===== src/common/retimer_regs_pkg.sv =====
// Register map, field positions and reset values of the shared register set
package retimer_regs_pkg;

  // Register offsets
  localparam logic [7:0] ADDR_STRAP = 8'h00;
  localparam logic [7:0] ADDR_IDENT = 8'h01;
  localparam logic [7:0] ADDR_SPARE2 = 8'h02;
  localparam logic [7:0] ADDR_SPARE3 = 8'h03;
  localparam logic [7:0] ADDR_CTRL = 8'h04;
  localparam logic [7:0] ADDR_STAT = 8'h05;
  localparam logic [7:0] ADDR_SPARE6 = 8'h06;
  localparam logic [7:0] ADDR_SPARE7 = 8'h07;
  localparam logic [7:0] ADDR_SELECT = 8'hff;

  // Field positions
  localparam int CTRL_SOFT_RST_BIT = 6;
  localparam int CTRL_MASTER_RST_BIT = 5;
  localparam int CTRL_FORCE_LOAD_BIT = 4;
  localparam int STAT_LOAD_OFF_BIT = 7;
  localparam int STAT_DONE_BIT = 4;
  localparam int SEL_BCAST_BIT = 3;
  localparam int SEL_EN_BIT = 2;
  localparam int SEL_LANE_LSB = 0;
  localparam int SEL_LANE_W = 2;
  localparam int STRAP_LSB = 4;

  // Write masks: self-clearing bits are never stored
  localparam logic [7:0] CTRL_STORE_MASK = 8'h9f;
  localparam logic [7:0] STAT_STORE_MASK = 8'he0;

  // Values after reset
  localparam logic [7:0] CTRL_RST = 8'h01;
  localparam logic [7:0] STAT_RW_RST = 8'h00;
  localparam logic [7:0] SPARE_RST = 8'h00;
  localparam logic [7:0] SPARE7_RST = 8'h05;
  localparam logic [7:0] SEL_RST = 8'h00;
  localparam logic [7:0] SELECT_READ_VAL = 8'h00;

  // Length of the generated reset pulses, in clock cycles
  localparam int RST_PULSE_CYCLES = 1;

  // Configuration load tracker
  typedef enum logic [1:0] {
    LOAD_IDLE = 2'b01,
    LOAD_BUSY = 2'b10
  } load_state_t;

endpackage


===== src/hw/sc_pulse.sv =====
// Self-clearing control bit turned into a reset pulse of fixed length
`timescale 1ns/1ns
`default_nettype none
module sc_pulse #(
  parameter int PULSE_CYCLES = 1
) (
  input wire logic clk,
  input wire logic nrst,
  input wire logic set,
  output logic pulse
);

  initial begin
    if (PULSE_CYCLES < 1 || PULSE_CYCLES > 255) $error("sc_pulse: PULSE_CYCLES out of range");
  end

  logic [7:0] cnt_ff;

  // Count down the pulse; a new set restarts it
  always_ff @(posedge clk) begin
    if (!nrst) begin
      cnt_ff <= 8'h00;
    end else if (set) begin
      cnt_ff <= 8'(PULSE_CYCLES);
    end else if (cnt_ff != 8'h00) begin
      cnt_ff <= cnt_ff - 8'h01;
    end
  end

  assign pulse = (cnt_ff != 8'h00);

  logic [8:0] run_ff;

  // Cycles the pulse has stood since the last set, for the length check
  always_ff @(posedge clk) begin
    if (!nrst || set || !pulse) begin
      run_ff <= 9'h000;
    end else begin
      run_ff <= run_ff + 9'h001;
    end
  end

  chk_pulse_follows_set: assert property (@(posedge clk) disable iff (!nrst)
    set |=> pulse) else $error("reset pulse missing after set");
  chk_pulse_ends: assert property (@(posedge clk) disable iff (!nrst)
    pulse |-> run_ff < 9'(PULSE_CYCLES)) else $error("reset pulse too long");

endmodule // sc_pulse
`default_nettype wire


===== src/hw/lane_steer.sv =====
// Decode of one register access into shared, select or lane targets
`timescale 1ns/1ns
`default_nettype none
module lane_steer #(
  parameter int LANES = 4
) (
  input wire logic [7:0] sel,
  input wire logic wr,
  input wire logic rd,
  input wire logic [7:0] addr,
  output logic sel_wr,
  output logic shared_wr,
  output logic shared_rd,
  output logic [LANES-1:0] lane_wr,
  output logic lane_rd
);

  initial begin
    if (LANES != 4) $error("lane_steer: select field serves four lanes");
  end

  logic is_sel;
  logic lane_on;
  logic [LANES-1:0] one_lane;

  assign is_sel = (addr == retimer_regs_pkg::ADDR_SELECT);
  assign lane_on = sel[retimer_regs_pkg::SEL_EN_BIT];
  assign one_lane = LANES'(1) << sel[retimer_regs_pkg::SEL_LANE_LSB +: retimer_regs_pkg::SEL_LANE_W];

  // Select register always lives in the shared set
  assign sel_wr = wr && is_sel;
  assign shared_wr = wr && !is_sel && !lane_on;
  assign shared_rd = rd && (is_sel || !lane_on);
  assign lane_rd = rd && !is_sel && lane_on;

  always_comb begin
    lane_wr = '0;
    if (wr && !is_sel && lane_on) begin
      lane_wr = sel[retimer_regs_pkg::SEL_BCAST_BIT] ? '1 : one_lane;
    end
  end

endmodule // lane_steer
`default_nettype wire


===== src/hw/shared_regs_channel_select.sv =====
// Shared control/status registers and lane register-set steering
//
// What this block does
// - Control bit 6 restores shared registers, self-clears
// - Control bit 5 resets EEPROM master, self-clears
// - Control bit 4 forces EEPROM configuration load
// - Status bit 7 blocks master-mode EEPROM load
// - Status bit 4 reads one when loading done
// - Status bits 3:0 show lane 0..3 interrupts
// - Enable plus broadcast writes all four lanes
// - Lane reads come from selected lane only
// - Lane sets reached only while enable set
// - Writes to 0xff always hit select register
// - Select register readback value is fixed at 0x00
// - Select values 00, 04-07, 0c-0f decode targets
// - Writes to read-only fields are ignored
// - Selection persists until select is rewritten or control bit 6 soft reset clears it
`timescale 1ns/1ns
`default_nettype none
module shared_regs_channel_select #(
  parameter int LANES = 4,
  parameter logic [7:0] IDENT_CODE = 8'h5a // Arbitrary identification value
) (
  input wire logic clk,
  input wire logic nrst,
  input wire logic reg_wr,
  input wire logic reg_rd,
  input wire logic [7:0] reg_addr,
  input wire logic [7:0] reg_wdata,
  output logic [7:0] reg_rdata,
  output logic reg_rvalid,
  input wire logic [3:0] addr_strap,
  input wire logic [LANES-1:0] lane_irq,
  input wire logic boot_load_req,
  input wire logic load_finished,
  output logic config_load_start,
  output logic force_config_load,
  output logic eeprom_master_reset,
  output logic [LANES-1:0] lane_wr,
  output logic lane_rd,
  output logic [1:0] lane_index,
  output logic [7:0] lane_addr,
  output logic [7:0] lane_wdata,
  input wire logic [LANES*8-1:0] lane_rdata
);

  initial begin
    if (LANES != 4) $error("shared_regs_channel_select: LANES must be 4");
  end

  ////////////////////////////////////////////////////////////////////////////
  // Decode

  logic [7:0] sel_ff;
  logic sel_wr;
  logic shared_wr;
  logic shared_rd;
  logic [LANES-1:0] nxt_lane_wr;
  logic nxt_lane_rd;
  logic shared_rst;

  lane_steer #(.LANES(LANES)) u_steer (
    .sel(sel_ff),
    .wr(reg_wr),
    .rd(reg_rd),
    .addr(reg_addr),
    .sel_wr(sel_wr),
    .shared_wr(shared_wr),
    .shared_rd(shared_rd),
    .lane_wr(nxt_lane_wr),
    .lane_rd(nxt_lane_rd)
  );

  ////////////////////////////////////////////////////////////////////////////
  // Shared registers

  logic [7:0] ctrl_ff;
  logic [7:0] stat_rw_ff;
  logic [7:0] spare2_ff;
  logic [7:0] spare3_ff;
  logic [7:0] spare6_ff;
  logic [7:0] spare7_ff;
  logic [LANES-1:0] irq_ff;
  logic [3:0] strap_ff;
  logic soft_rst_set;
  logic master_rst_set;

  assign soft_rst_set = shared_wr && (reg_addr == retimer_regs_pkg::ADDR_CTRL)
                        && reg_wdata[retimer_regs_pkg::CTRL_SOFT_RST_BIT];
  assign master_rst_set = shared_wr && (reg_addr == retimer_regs_pkg::ADDR_CTRL)
                          && reg_wdata[retimer_regs_pkg::CTRL_MASTER_RST_BIT];

  sc_pulse #(.PULSE_CYCLES(retimer_regs_pkg::RST_PULSE_CYCLES)) u_soft_rst (
    .clk(clk),
    .nrst(nrst),
    .set(soft_rst_set),
    .pulse(shared_rst)
  );

  sc_pulse #(.PULSE_CYCLES(retimer_regs_pkg::RST_PULSE_CYCLES)) u_master_rst (
    .clk(clk),
    .nrst(nrst),
    .set(master_rst_set),
    .pulse(eeprom_master_reset)
  );

  // writable shared registers, restored by the soft reset
  always_ff @(posedge clk) begin
    if (!nrst || shared_rst) begin
      ctrl_ff <= retimer_regs_pkg::CTRL_RST;
      stat_rw_ff <= retimer_regs_pkg::STAT_RW_RST;
      spare2_ff <= retimer_regs_pkg::SPARE_RST;
      spare3_ff <= retimer_regs_pkg::SPARE_RST;
      spare6_ff <= retimer_regs_pkg::SPARE_RST;
      spare7_ff <= retimer_regs_pkg::SPARE7_RST;
    end else if (shared_wr) begin
      case (reg_addr)
        retimer_regs_pkg::ADDR_CTRL: ctrl_ff <= reg_wdata & retimer_regs_pkg::CTRL_STORE_MASK;
        retimer_regs_pkg::ADDR_STAT: stat_rw_ff <= reg_wdata & retimer_regs_pkg::STAT_STORE_MASK;
        retimer_regs_pkg::ADDR_SPARE2: spare2_ff <= reg_wdata;
        retimer_regs_pkg::ADDR_SPARE3: spare3_ff <= reg_wdata;
        retimer_regs_pkg::ADDR_SPARE6: spare6_ff <= reg_wdata;
        retimer_regs_pkg::ADDR_SPARE7: spare7_ff <= reg_wdata;
        default: ;
      endcase
    end
  end

  always_ff @(posedge clk) begin
    if (!nrst || shared_rst) begin
      sel_ff <= retimer_regs_pkg::SEL_RST;
    end else if (sel_wr) begin
      sel_ff <= reg_wdata;
    end
  end

  // lane interrupt levels and strap sampling
  always_ff @(posedge clk) begin
    if (!nrst) begin
      irq_ff <= '0;
      strap_ff <= 4'h0;
    end else begin
      irq_ff <= lane_irq;
      strap_ff <= addr_strap;
    end
  end

  assign force_config_load = ctrl_ff[retimer_regs_pkg::CTRL_FORCE_LOAD_BIT];

  ////////////////////////////////////////////////////////////////////////////
  // Configuration load tracker

  retimer_regs_pkg::load_state_t load_state_ff;
  logic force_q_ff;
  logic load_off;
  logic load_req;
  logic load_done;

  assign load_off = stat_rw_ff[retimer_regs_pkg::STAT_LOAD_OFF_BIT];
  // forced load; boot load blocked when disabled
  assign load_req = (force_config_load && !force_q_ff) || (boot_load_req && !load_off);
  // done while no load is running
  assign load_done = (load_state_ff == retimer_regs_pkg::LOAD_IDLE);

  // Edge detect of the force bit
  always_ff @(posedge clk) begin
    if (!nrst) begin
      force_q_ff <= 1'b0;
    end else begin
      force_q_ff <= force_config_load;
    end
  end

  // Track a load from start to finish
  always_ff @(posedge clk) begin
    if (!nrst || eeprom_master_reset) begin
      load_state_ff <= retimer_regs_pkg::LOAD_IDLE;
      config_load_start <= 1'b0;
    end else begin
      config_load_start <= 1'b0;
      case (load_state_ff)
        retimer_regs_pkg::LOAD_IDLE: begin
          if (load_req) begin
            load_state_ff <= retimer_regs_pkg::LOAD_BUSY;
            config_load_start <= 1'b1;
          end
        end
        retimer_regs_pkg::LOAD_BUSY: begin
          if (load_finished) load_state_ff <= retimer_regs_pkg::LOAD_IDLE;
        end
        default: load_state_ff <= retimer_regs_pkg::LOAD_IDLE;
      endcase
    end
  end

  ////////////////////////////////////////////////////////////////////////////
  // Read mux of the shared set

  logic [7:0] shared_val;
  logic [LANES-1:0] irq_rev;

  // lane 0 on bit 3 through lane 3 on bit 0
  always_comb begin
    for (int i = 0; i < LANES; i++) irq_rev[LANES-1-i] = irq_ff[i];
  end

  always_comb begin
    case (reg_addr)
      retimer_regs_pkg::ADDR_STRAP: shared_val = {strap_ff, 4'h0};
      retimer_regs_pkg::ADDR_IDENT: shared_val = IDENT_CODE;
      retimer_regs_pkg::ADDR_SPARE2: shared_val = spare2_ff;
      retimer_regs_pkg::ADDR_SPARE3: shared_val = spare3_ff;
      retimer_regs_pkg::ADDR_CTRL: shared_val = ctrl_ff;
      retimer_regs_pkg::ADDR_STAT: shared_val = {stat_rw_ff[7:5], load_done, irq_rev};
      retimer_regs_pkg::ADDR_SPARE6: shared_val = spare6_ff;
      retimer_regs_pkg::ADDR_SPARE7: shared_val = spare7_ff;
      // select readback is a fixed value
      retimer_regs_pkg::ADDR_SELECT: shared_val = retimer_regs_pkg::SELECT_READ_VAL;
      default: shared_val = 8'h00;
    endcase
  end

  ////////////////////////////////////////////////////////////////////////////
  // Lane side and read pipeline

  logic rd_pend_ff;
  logic rd_lane_ff;
  logic [7:0] rd_hold_ff;

  always_ff @(posedge clk) begin
    if (!nrst) begin
      lane_wr <= '0;
      lane_rd <= 1'b0;
      lane_index <= 2'h0;
      lane_addr <= 8'h00;
      lane_wdata <= 8'h00;
    end else begin
      lane_wr <= nxt_lane_wr;
      lane_rd <= nxt_lane_rd;
      lane_index <= sel_ff[retimer_regs_pkg::SEL_LANE_LSB +: retimer_regs_pkg::SEL_LANE_W];
      lane_addr <= reg_addr;
      lane_wdata <= reg_wdata;
    end
  end

  // First read stage: note target, hold shared value
  always_ff @(posedge clk) begin
    if (!nrst) begin
      rd_pend_ff <= 1'b0;
      rd_lane_ff <= 1'b0;
      rd_hold_ff <= 8'h00;
    end else begin
      rd_pend_ff <= reg_rd;
      rd_lane_ff <= nxt_lane_rd;
      rd_hold_ff <= shared_val;
    end
  end

  // Second read stage: answer to the host
  always_ff @(posedge clk) begin
    if (!nrst) begin
      reg_rvalid <= 1'b0;
      reg_rdata <= 8'h00;
    end else begin
      reg_rvalid <= rd_pend_ff;
      reg_rdata <= rd_lane_ff ? lane_rdata[lane_index*8 +: 8] : rd_hold_ff;
    end
  end

  ////////////////////////////////////////////////////////////////////////////
  // Checks

  chk_soft_rst_defaults: assert property (@(posedge clk) disable iff (!nrst)
    soft_rst_set |=> ##1 (ctrl_ff == retimer_regs_pkg::CTRL_RST) && (sel_ff == retimer_regs_pkg::SEL_RST))
    else $error("soft reset did not restore defaults");
  chk_master_rst_out: assert property (@(posedge clk) disable iff (!nrst)
    master_rst_set |=> eeprom_master_reset) else $error("master reset not pulsed");
  chk_force_starts: assert property (@(posedge clk) disable iff (!nrst)
    $rose(force_config_load) && load_done && !eeprom_master_reset |=> config_load_start)
    else $error("forced load did not start");
  chk_boot_blocked: assert property (@(posedge clk) disable iff (!nrst)
    boot_load_req && load_off && !(force_config_load && !force_q_ff) |=> !config_load_start)
    else $error("load started while disabled");
  chk_done_flag: assert property (@(posedge clk) disable iff (!nrst)
    config_load_start ##0 (!load_finished && !eeprom_master_reset) [*2] |-> !load_done)
    else $error("done flag high during load");
  chk_irq_order: assert property (@(posedge clk) disable iff (!nrst)
    ##1 irq_rev[3] == $past(lane_irq[0]) && irq_rev[0] == $past(lane_irq[3]))
    else $error("lane interrupt bit order wrong");
  chk_bcast_write: assert property (@(posedge clk) disable iff (!nrst)
    reg_wr && reg_addr != retimer_regs_pkg::ADDR_SELECT && sel_ff[3:2] == 2'b11 |=> lane_wr == '1)
    else $error("broadcast write missed a lane");
  chk_read_one_lane: assert property (@(posedge clk) disable iff (!nrst)
    nxt_lane_rd |=> lane_rd && lane_index == $past(sel_ff[1:0]) ##1 reg_rvalid)
    else $error("lane read not from selected lane");
  chk_shared_when_off: assert property (@(posedge clk) disable iff (!nrst)
    (reg_wr || reg_rd) && !sel_ff[retimer_regs_pkg::SEL_EN_BIT] |=> lane_wr == '0 && !lane_rd)
    else $error("lane reached while disabled");
  chk_select_write: assert property (@(posedge clk) disable iff (!nrst)
    reg_wr && reg_addr == retimer_regs_pkg::ADDR_SELECT && !shared_rst |=> sel_ff == $past(reg_wdata) && lane_wr == '0)
    else $error("select write misrouted");
  chk_ro_ignored: assert property (@(posedge clk) disable iff (!nrst)
    shared_wr && reg_addr == retimer_regs_pkg::ADDR_STAT |=> stat_rw_ff[4:0] == 5'h00)
    else $error("read-only field changed by write");
  chk_select_holds: assert property (@(posedge clk) disable iff (!nrst)
    !sel_wr && !shared_rst |=> $stable(sel_ff)) else $error("selection changed without write");
  chk_sc_reads_zero: assert property (@(posedge clk) disable iff (!nrst)
    shared_rd && reg_addr == retimer_regs_pkg::ADDR_CTRL |-> ##2 reg_rvalid && reg_rdata[6:5] == 2'b00)
    else $error("self-clearing bit read back one");

  cov_bcast: cover property (@(posedge clk) disable iff (!nrst) lane_wr == '1);
  cov_lane_read: cover property (@(posedge clk) disable iff (!nrst) lane_rd ##2 reg_rvalid);
  cov_soft_rst: cover property (@(posedge clk) disable iff (!nrst) shared_rst);
  cov_load_done: cover property (@(posedge clk) disable iff (!nrst) config_load_start ##[1:20] load_done);

endmodule // shared_regs_channel_select
`default_nettype wire


===== config.mk =====
export PLATFORM = sky130hd
export DESIGN_NAME = shared_regs_channel_select
export DESIGN_NICKNAME = d
export VERILOG_FILES = /design/src/common/retimer_regs_pkg.sv /design/src/hw/sc_pulse.sv /design/src/hw/lane_steer.sv /design/src/hw/shared_regs_channel_select.sv
export SDC_FILE = /design/constraint.sdc
export NUM_CORES = 1
export LEC_CHECK = 0
export ABC_AREA = 0
export BUFFER_PORTS_ARGS = -buffer_cell sky130_fd_sc_hd__buf_2
export CORE_MARGIN = 4
export CORE_UTILIZATION = 40
export DETAILED_ROUTE_END_ITERATION = 6
export PLACE_DENSITY = 0.7
export SLEW_MARGIN = 5
export SYNTH_ARGS = -nofsm -noshare
export SYNTH_HDL_FRONTEND = slang
export SYNTH_SLANG_ARGS = --single-unit

===== constraint.sdc =====
create_clock -name clk -period 1.6 [get_ports clk]
set_input_delay 0.08 -clock clk [delete_from_list [all_inputs] [get_ports clk]]
set_output_delay 0.08 -clock clk [all_outputs]
set_load 0.05 [all_outputs]

==> impl_results.md, run 1 <==
* Status: finished, final reports clean
* Drt first-iter violations at 216
* FF-to-FF path depth at 5
* Core Util, Final at between 50% and 60%
* Pin count of the biggest net entering global routing at 30
* FF-to-FF setup slack at 110 ps
* Routed WL at 11,200 um
* Maximum vdd drop at 1.27 mV
* Hold Vio Cnt, Final at 0
* Vias in the first global route at between 3,000 and 4,000
* Asr flop ratio synth at 0%
* Routed wire length per instance at 15.3 um
* Slew Limit Fails at 0
* IO Port Bufs at 96
* Fillers at 929
* Final non-filler cell area at 6140 um^2
* Final period demand of the worst path at around 1500 ps
* Prevailing post-synth register cell: dfxtp_1
* Total GRT Usage at 17.7%
* Die ar. at 13,200 um^2
* Initial antenna violation count at 0
* Syn-to-layout area delta at 34.8%
* Final setup fails at 0
* Critical Path AT at 1450 ps
* CTS tree: built
* Pwr Density at 1490 nW/um^2
* Fmax at 654 MHz
* HPWL after detailed placement at 7880 um
* H-tree depth at 4
* CP cell instances: nor4_4, nand3_2, buf_4
* GRT overflow at 0
* Most numerous cell in the Yosys netlist: dfxtp_1
* Ant. Diodes at 0
* Pre-CTS setup slack at 47.0 ps
* Max Cap Viol at 0
* FF+latch count, synth at 114
* Vias/cell at between 5 and 6
* Worst rel slew slack at about two thirds
* Clock Pin Slew Worst Setup and Hold Paths at 50 ps
* CP Data Required Time at 1520 ps
* Leak pwr at 0.00279 uW
* Final setup skew at 4.77 ps
* Hold Path Class: in -> reg
* Crit Path Class: reg -> out
* ANT nets after route at 0
* CTS Buf Count at 17
* Syn Nets at roughly 510
* Final WS setup at ~70 ps
* Sw Share at 28.7%
* Yosys cell types at 39
* Global placement routability congestion at approximately 0.86
* Post-synth top cells: dfxtp_1, nor2_1, mux2i_1
* Psw at 2620 uW
* Combinational power share at between 20% and 30%
* Drt first pass iters at 4
* Sequential cell area fraction in the yosys report at 50.1%
* Worst flop-to-flop path endpoint: ctrl_ff[0]
* Post-synth top area share at 50.1%
* Register share of total power at 36.6%
* Later-pin clock latency in the skew report at 400 ps
* Synthesized area per cell at about 10 um^2
* Worst-margin pin slew at 503 ps
* First-pass GRT wire length at 17,900 um
* Endpoint type of the worst setup path: output pin
* RSZ-0062 raised after global routing: false
* Fin nets at 642
* Drc violations at 0
* Most area-consuming cells after synthesis: dfxtp_1, mux2i_1, nor2_1, mux4_2, and2_1
* Critical path launch point type: flip-flop
* Worst hold start: reg_wdata[1]
* CTS Root Buffer Type: clkbuf_16
* Placement Rows at 38
* Die Span X at roughly 110 um
* WP buf/inv at 1
* YS warnings at 0
* Hold Crit Depth at 2
* Slowest CP cell: nor4_4
* Layout cell share with drive strength beyond 1 at 30.2%
* EDFF count, synth at 0
* Sink Count at 114
* Core area at between 10,000 and 15,000 um^2
* CP Max Fanout at 3
* Area leader, netlist: dfxtp_1
* DR vias at 3,655
* RR Startpoint: sel_ff[2]
* Top Ports at 97
* Post-Syn Area at ~4600 um^2
* Placement Cell Area at 5310 um^2
* Internal power at 6490 uW
* Critical Path Max Stage Delay at 370 ps
* Mapped Cells at ~440
* Power share of the clock group at 43.3%
* Initial core utilization at 41.4%
* Hold endpoint: lane_wdata[1]
* Final cycle utilization of the critical path at 95.6%
* Largest delay share family, worst path: simple AND/OR/NAND/NOR gates
* Max clock buf depth at 2
* Die height at 115 um
## power groups by stage
| stage | sequential [uW] | combinational [uW] | clock [uW] |
|---|---|---|---|
| after floorplan | 3400 | 1170 | 0 |
| after global placement | 3340 | 1640 | 0 |
| after detailed placement | 3350 | 1700 | 0 |
| after CTS | 3310 | 1800 | 4000 |
| after global routing | 3370 | 2040 | 4150 |
| final | 3340 | 1830 | 3940 |
## routing by layer
layer	wire length, um	vias up	GRT usage [%]
li1	-	1796	-
met1	4860	1751	22.0
met2	5560	89	29.2
met3	543	19	5.29
met4	195	0	6.25
met5	0	-	0
## sequential cells by signal, summed over array words and instances, names as in the netlist, 2 cells and up
signal / flops
lane_wdata: 8
reg_rdata: 8
lane_wr: 4
lane_addr: 8
sel_ff: 4
u_soft_rst.cnt_ff: 8
spare3_ff: 8
spare7_ff: 8
stat_rw_ff: 3
u_master_rst.cnt_ff: 8
spare2_ff: 8
strap_ff: 4
ctrl_ff: 6
lane_index: 2
rd_hold_ff: 8
irq_ff: 4
load_state_ff: 2
spare6_ff: 8
## worst max-delay path by stage
stage | start | end | cells past startpoint
final | u_master_rst.cnt_ff[5] | eeprom_master_reset | 3
after global placement | u_master_rst.cnt_ff[2] | load_state_ff[0] | 3
after detailed placement | u_master_rst.cnt_ff[2] | load_state_ff[0] | 3
after global routing | u_soft_rst.cnt_ff[0] | u_soft_rst.cnt_ff[7] | 4
after floorplan | u_master_rst.cnt_ff[2] | load_state_ff[0] | 3
after CTS | u_master_rst.cnt_ff[2] | eeprom_master_reset | 3
## stage by stage
step | power, uW | cells | hold WS [ps] | setup TNS (ps)
detailed placement | 5040 | 679 | 290 | 0
finish | 9110 | 729 | 10.4 | 0
floorplan | 4580 | 441 | 202 | -70.5
CTS | 9110 | 729 | 1.51 | 0
global placement | 4980 | 679 | 288 | 0
global route | 9550 | 729 | 18.1 | 0
## cells in the final DEF (no fill, tap or decap), types with 3 or more instances in the layout
cell type      synthesis  routed
nand2b_1               5       5
buf_2                  6      95
a211oi_1               5       5
nor2_1                87      87
nand2_1               13      13
dlygate4sd3_1          0      17
mux4_2                13      13
nand3_1                7       5
nand4_1                7       7
bufinv_16              0       4
inv_1                  9       9
buf_4                  1      23
clkinvlp_4             0       3
mux2i_1               59      59
a21oi_1               19      19
dfxtp_1              114     112
ha_1                   4       4
o21ai_0                3       3
clkinv_2               0       3
nor2b_1                4       3
clkbuf_16              0      17
xor2_1                 5       5
and2_1                28      28
xnor2_1                7       7
nor3_1                 6       6
nand3_2                2       4
## cells by family after synthesis
group	Yosys count	synth area share (%)
compound gates	34	4.56
simple gates	174	19.4
mux	74	19.9
fa+ha+maj	4	1.10
buf+inv	29	2.64
flops	114	50.1
xor+xnor	12	2.31
## area by class of cell
cell class              instances  area [um^2]  area share, %
flip-flops and latches        114         2280           37.2
multi-input cells             298         2180           35.5
repair buffers                136          838           13.7
clock buffers                  19          443           7.22
clock inverters                13          184           3.00
well taps                     140          175           2.85
inverters                       9         33.8          0.551
## what timing repair did
item                       in CTS  in global routing
gates resized for setup         1                  6
pin swaps                       1                  1
setup endpoints to repair       1                 10
buffers inserted                1                  0
hold buffers                   17                  0
hold endpoints to repair       19                  0
Note: power is estimated with default switching activity, not from simulation.
==> run 2: changes to the inputs <==
- CORE_ASPECT_RATIO: not set -> 0.6
- clock period: 1.6 -> 1.3 ns (I/O delays scaled with it)
==> run 2 against run 1 <==
Net effect:
- critical path depth up 1
- sequential share of layout area down 2.6 points
- the run now ends with negative setup slack left
- register-to-register slack worse by 330 ps
- clock power up 21%
- largest power group unchanged
- sequential power up 22%
- highest routed layer unchanged
- via count up 5.1%
- sequential cell count unchanged
- first-iteration DRC count down 12%
==> impl_results.md, run 2 (synthesis gave the netlist of run 1 again) <==
* Status: finished, violations left
* Failing checks: negative setup slack
* Worst hold start: reg_wdata[6]
* Die ar. at ~13,000 um^2
* HPWL after detailed placement at between 8000 and 9000 um
* Endpoint type of the worst setup path: output pin
* Max clock buf depth at 2
* Initial core utilization at between 40% and 50%
* Sink Count at about 110
* Critical path launch point type: flip-flop
* Global placement routability congestion at 0.859
* Pwr Density at 1860 nW/um^2
* Ant. Diodes at 0
* CP cell instances: nor4_4, nand3_4, buf_6, buf_8
* Routed wire length per instance at ~17 um
* Hold Path Class: in -> reg
* First-pass GRT wire length at just over 20,000 um
* Initial antenna violation count at 0
* Fin nets at 675
* Pre-CTS setup slack at -201 ps
* Placement Rows at 29
* CTS tree: built
* CP Data Required Time at 1240 ps
* ANT nets after route at 0
* Most common cell after layout, fill and taps aside: dfxtp_1
* Die Span X at around 150 um
* Layout cell share with drive strength beyond 1 at a little under two fifths
* Drt first-iter violations at 190
* Pin count of the biggest net entering global routing at 20
* IO Port Bufs at 96
* CTS Root Buffer Type: clkbuf_16
* Vias in the first global route at 4,042
* Hold Vio Cnt, Final at 0
* RR Startpoint: u_master_rst.cnt_ff[2]
* Placed Cells at 696
* Maximum vdd drop at 1.47 mV
* Core area at between 10,000 and 15,000 um^2
* Finished Layout Cells at 761
* Critical Path AT at 1490 ps
* Syn-to-layout area delta at 45.6%
* Max Cap Viol at 0
* Commonest non-fill, non-tap cells in the layout: dfxtp_1, buf_2, nor2_1, mux2i_1, buf_4
* Routed WL at between 10,000 and 15,000 um
* Slew Limit Fails at 0
* CP Max Fanout at 3
* Slowest CP cell: nor4_4
* Worst rel slew slack at 72.0%
* Final setup skew at around 6.8 ps
* GRT overflow at 0
* Total GRT Usage at 19.8%
* Crit Path Class: reg -> out
* Clock Pin Slew Worst Setup and Hold Paths at about 60 ps
* Hold Crit Depth at 2
* Fmax at roughly 640 MHz
* Later-pin clock latency in the skew report at 410 ps
* Drc violations at 0
* Leak pwr at between 0.002 and 0.003 uW
* Hold endpoint: lane_wdata[6]
* Critical Path Max Stage Delay at around 350 ps
* Vias/cell at between 5 and 6
* FF-to-FF path depth at 5
* Final setup fails at 52
* Worst flop-to-flop path endpoint: load_state_ff[0]
* RSZ-0062 raised after global routing: true
* Final WS setup at -260 ps
* Drt first pass iters at 4
* DR vias at between 3,000 and 4,000
* Die height at 90.6 um
* Top Ports at 97
* FF-to-FF setup slack at -220 ps
* Final period demand of the worst path at 1560 ps
* Final cycle utilization of the critical path at 120%
* H-tree depth at 4
* CTS Buf Count at 17
* Worst-margin pin slew at 419 ps
run 2: changes by cell type in the layout (fill, tap and decap cells not counted), sizes merged:
cell,before,now
bufinv,4,3
clkinvlp,3,7
buf,119,148
clkinv,5,1
clkbuf,19,22
dlygate4sd3,17,19
run 2: where the power goes:
| part | total (uW) | switching [uW] | internal (uW) |
|---|---|---|---|
| clock network | 4770 | 1660 | 3110 |
| registers | 4090 | 285 | 3810 |
| logic | 3440 | 1730 | 1710 |
| total | 12300 | 3680 | 8630 |
run 2: layout make-up:
| class | count | area, um^2 |
|---|---|---|
| fill | 904 | 4220 |
| multi-input combinational | 298 | 2330 |
| sequential | 114 | 2290 |
| timing repair buffer | 169 | 1180 |
| clock buffer | 20 | 457 |
| tap | 139 | 174 |
| clock inverter | 12 | 156 |
| inverter | 9 | 36.3 |
run 2: how the worst max path moves through the flow:
stage                                 startpoint                    to  slack [ps]  cells past startpoint
final                     u_master_rst.cnt_ff[2]   eeprom_master_reset        -260                      4
after CTS                 u_master_rst.cnt_ff[5]   eeprom_master_reset        -260                      4
after detailed placement    u_soft_rst.cnt_ff[0]  u_soft_rst.cnt_ff[7]        -200                      4
after floorplan                        sel_ff[2]         stat_rw_ff[5]        -240                      4
after global placement      u_soft_rst.cnt_ff[0]  u_soft_rst.cnt_ff[7]        -140                      4
after global routing      u_master_rst.cnt_ff[2]   eeprom_master_reset        -320                      4
run 2: per-stage QoR:
| stage | hold slack, ps | instance area [um^2] | setup TNS [ps] | util [%] | power, uW |
|---|---|---|---|---|---|
| floorplan | 182 | 4640 | -11130 | - | 5750 |
| finish | 21.9 | 6630 | -5130 | 61.1 | 12300 |
| global placement | 276 | 5500 | -2990 | 50.7 | 6580 |
| detailed placement | 279 | 5500 | -5210 | 50.7 | 6680 |
| global route | 14.4 | 6630 | -10000 | 61.1 | 12900 |
| CTS | 0.343 | 6520 | -4730 | 60.1 | 12200 |
run 2: timing repair:
| item | CTS | global route |
|---|---|---|
| hold buffers | 19 | 0 |
| pin swaps | 9 | 7 |
| endpoints found under the setup margin | 63 | 72 |
| resized for setup | 35 | 13 |
| cloned | 1 | 0 |
| endpoints found under the hold margin | 25 | 0 |
| buffers inserted | 8 | 6 |
run 2: layer usage:
metal	track usage (%)	routed length [um]	up-vias
li1	-	-	1874
met1	26.4	5950	1829
met2	30.7	5850	118
met3	4.96	722	20
met4	8.29	200	0
met5	0	0	-
run 2: critical path: cells and delay by family (launching register included):
family / cells / cell delay, ps
buffers and inverters: 2 / 270
DFF: 1 / 340
and+or+nand+nor: 2 / 460
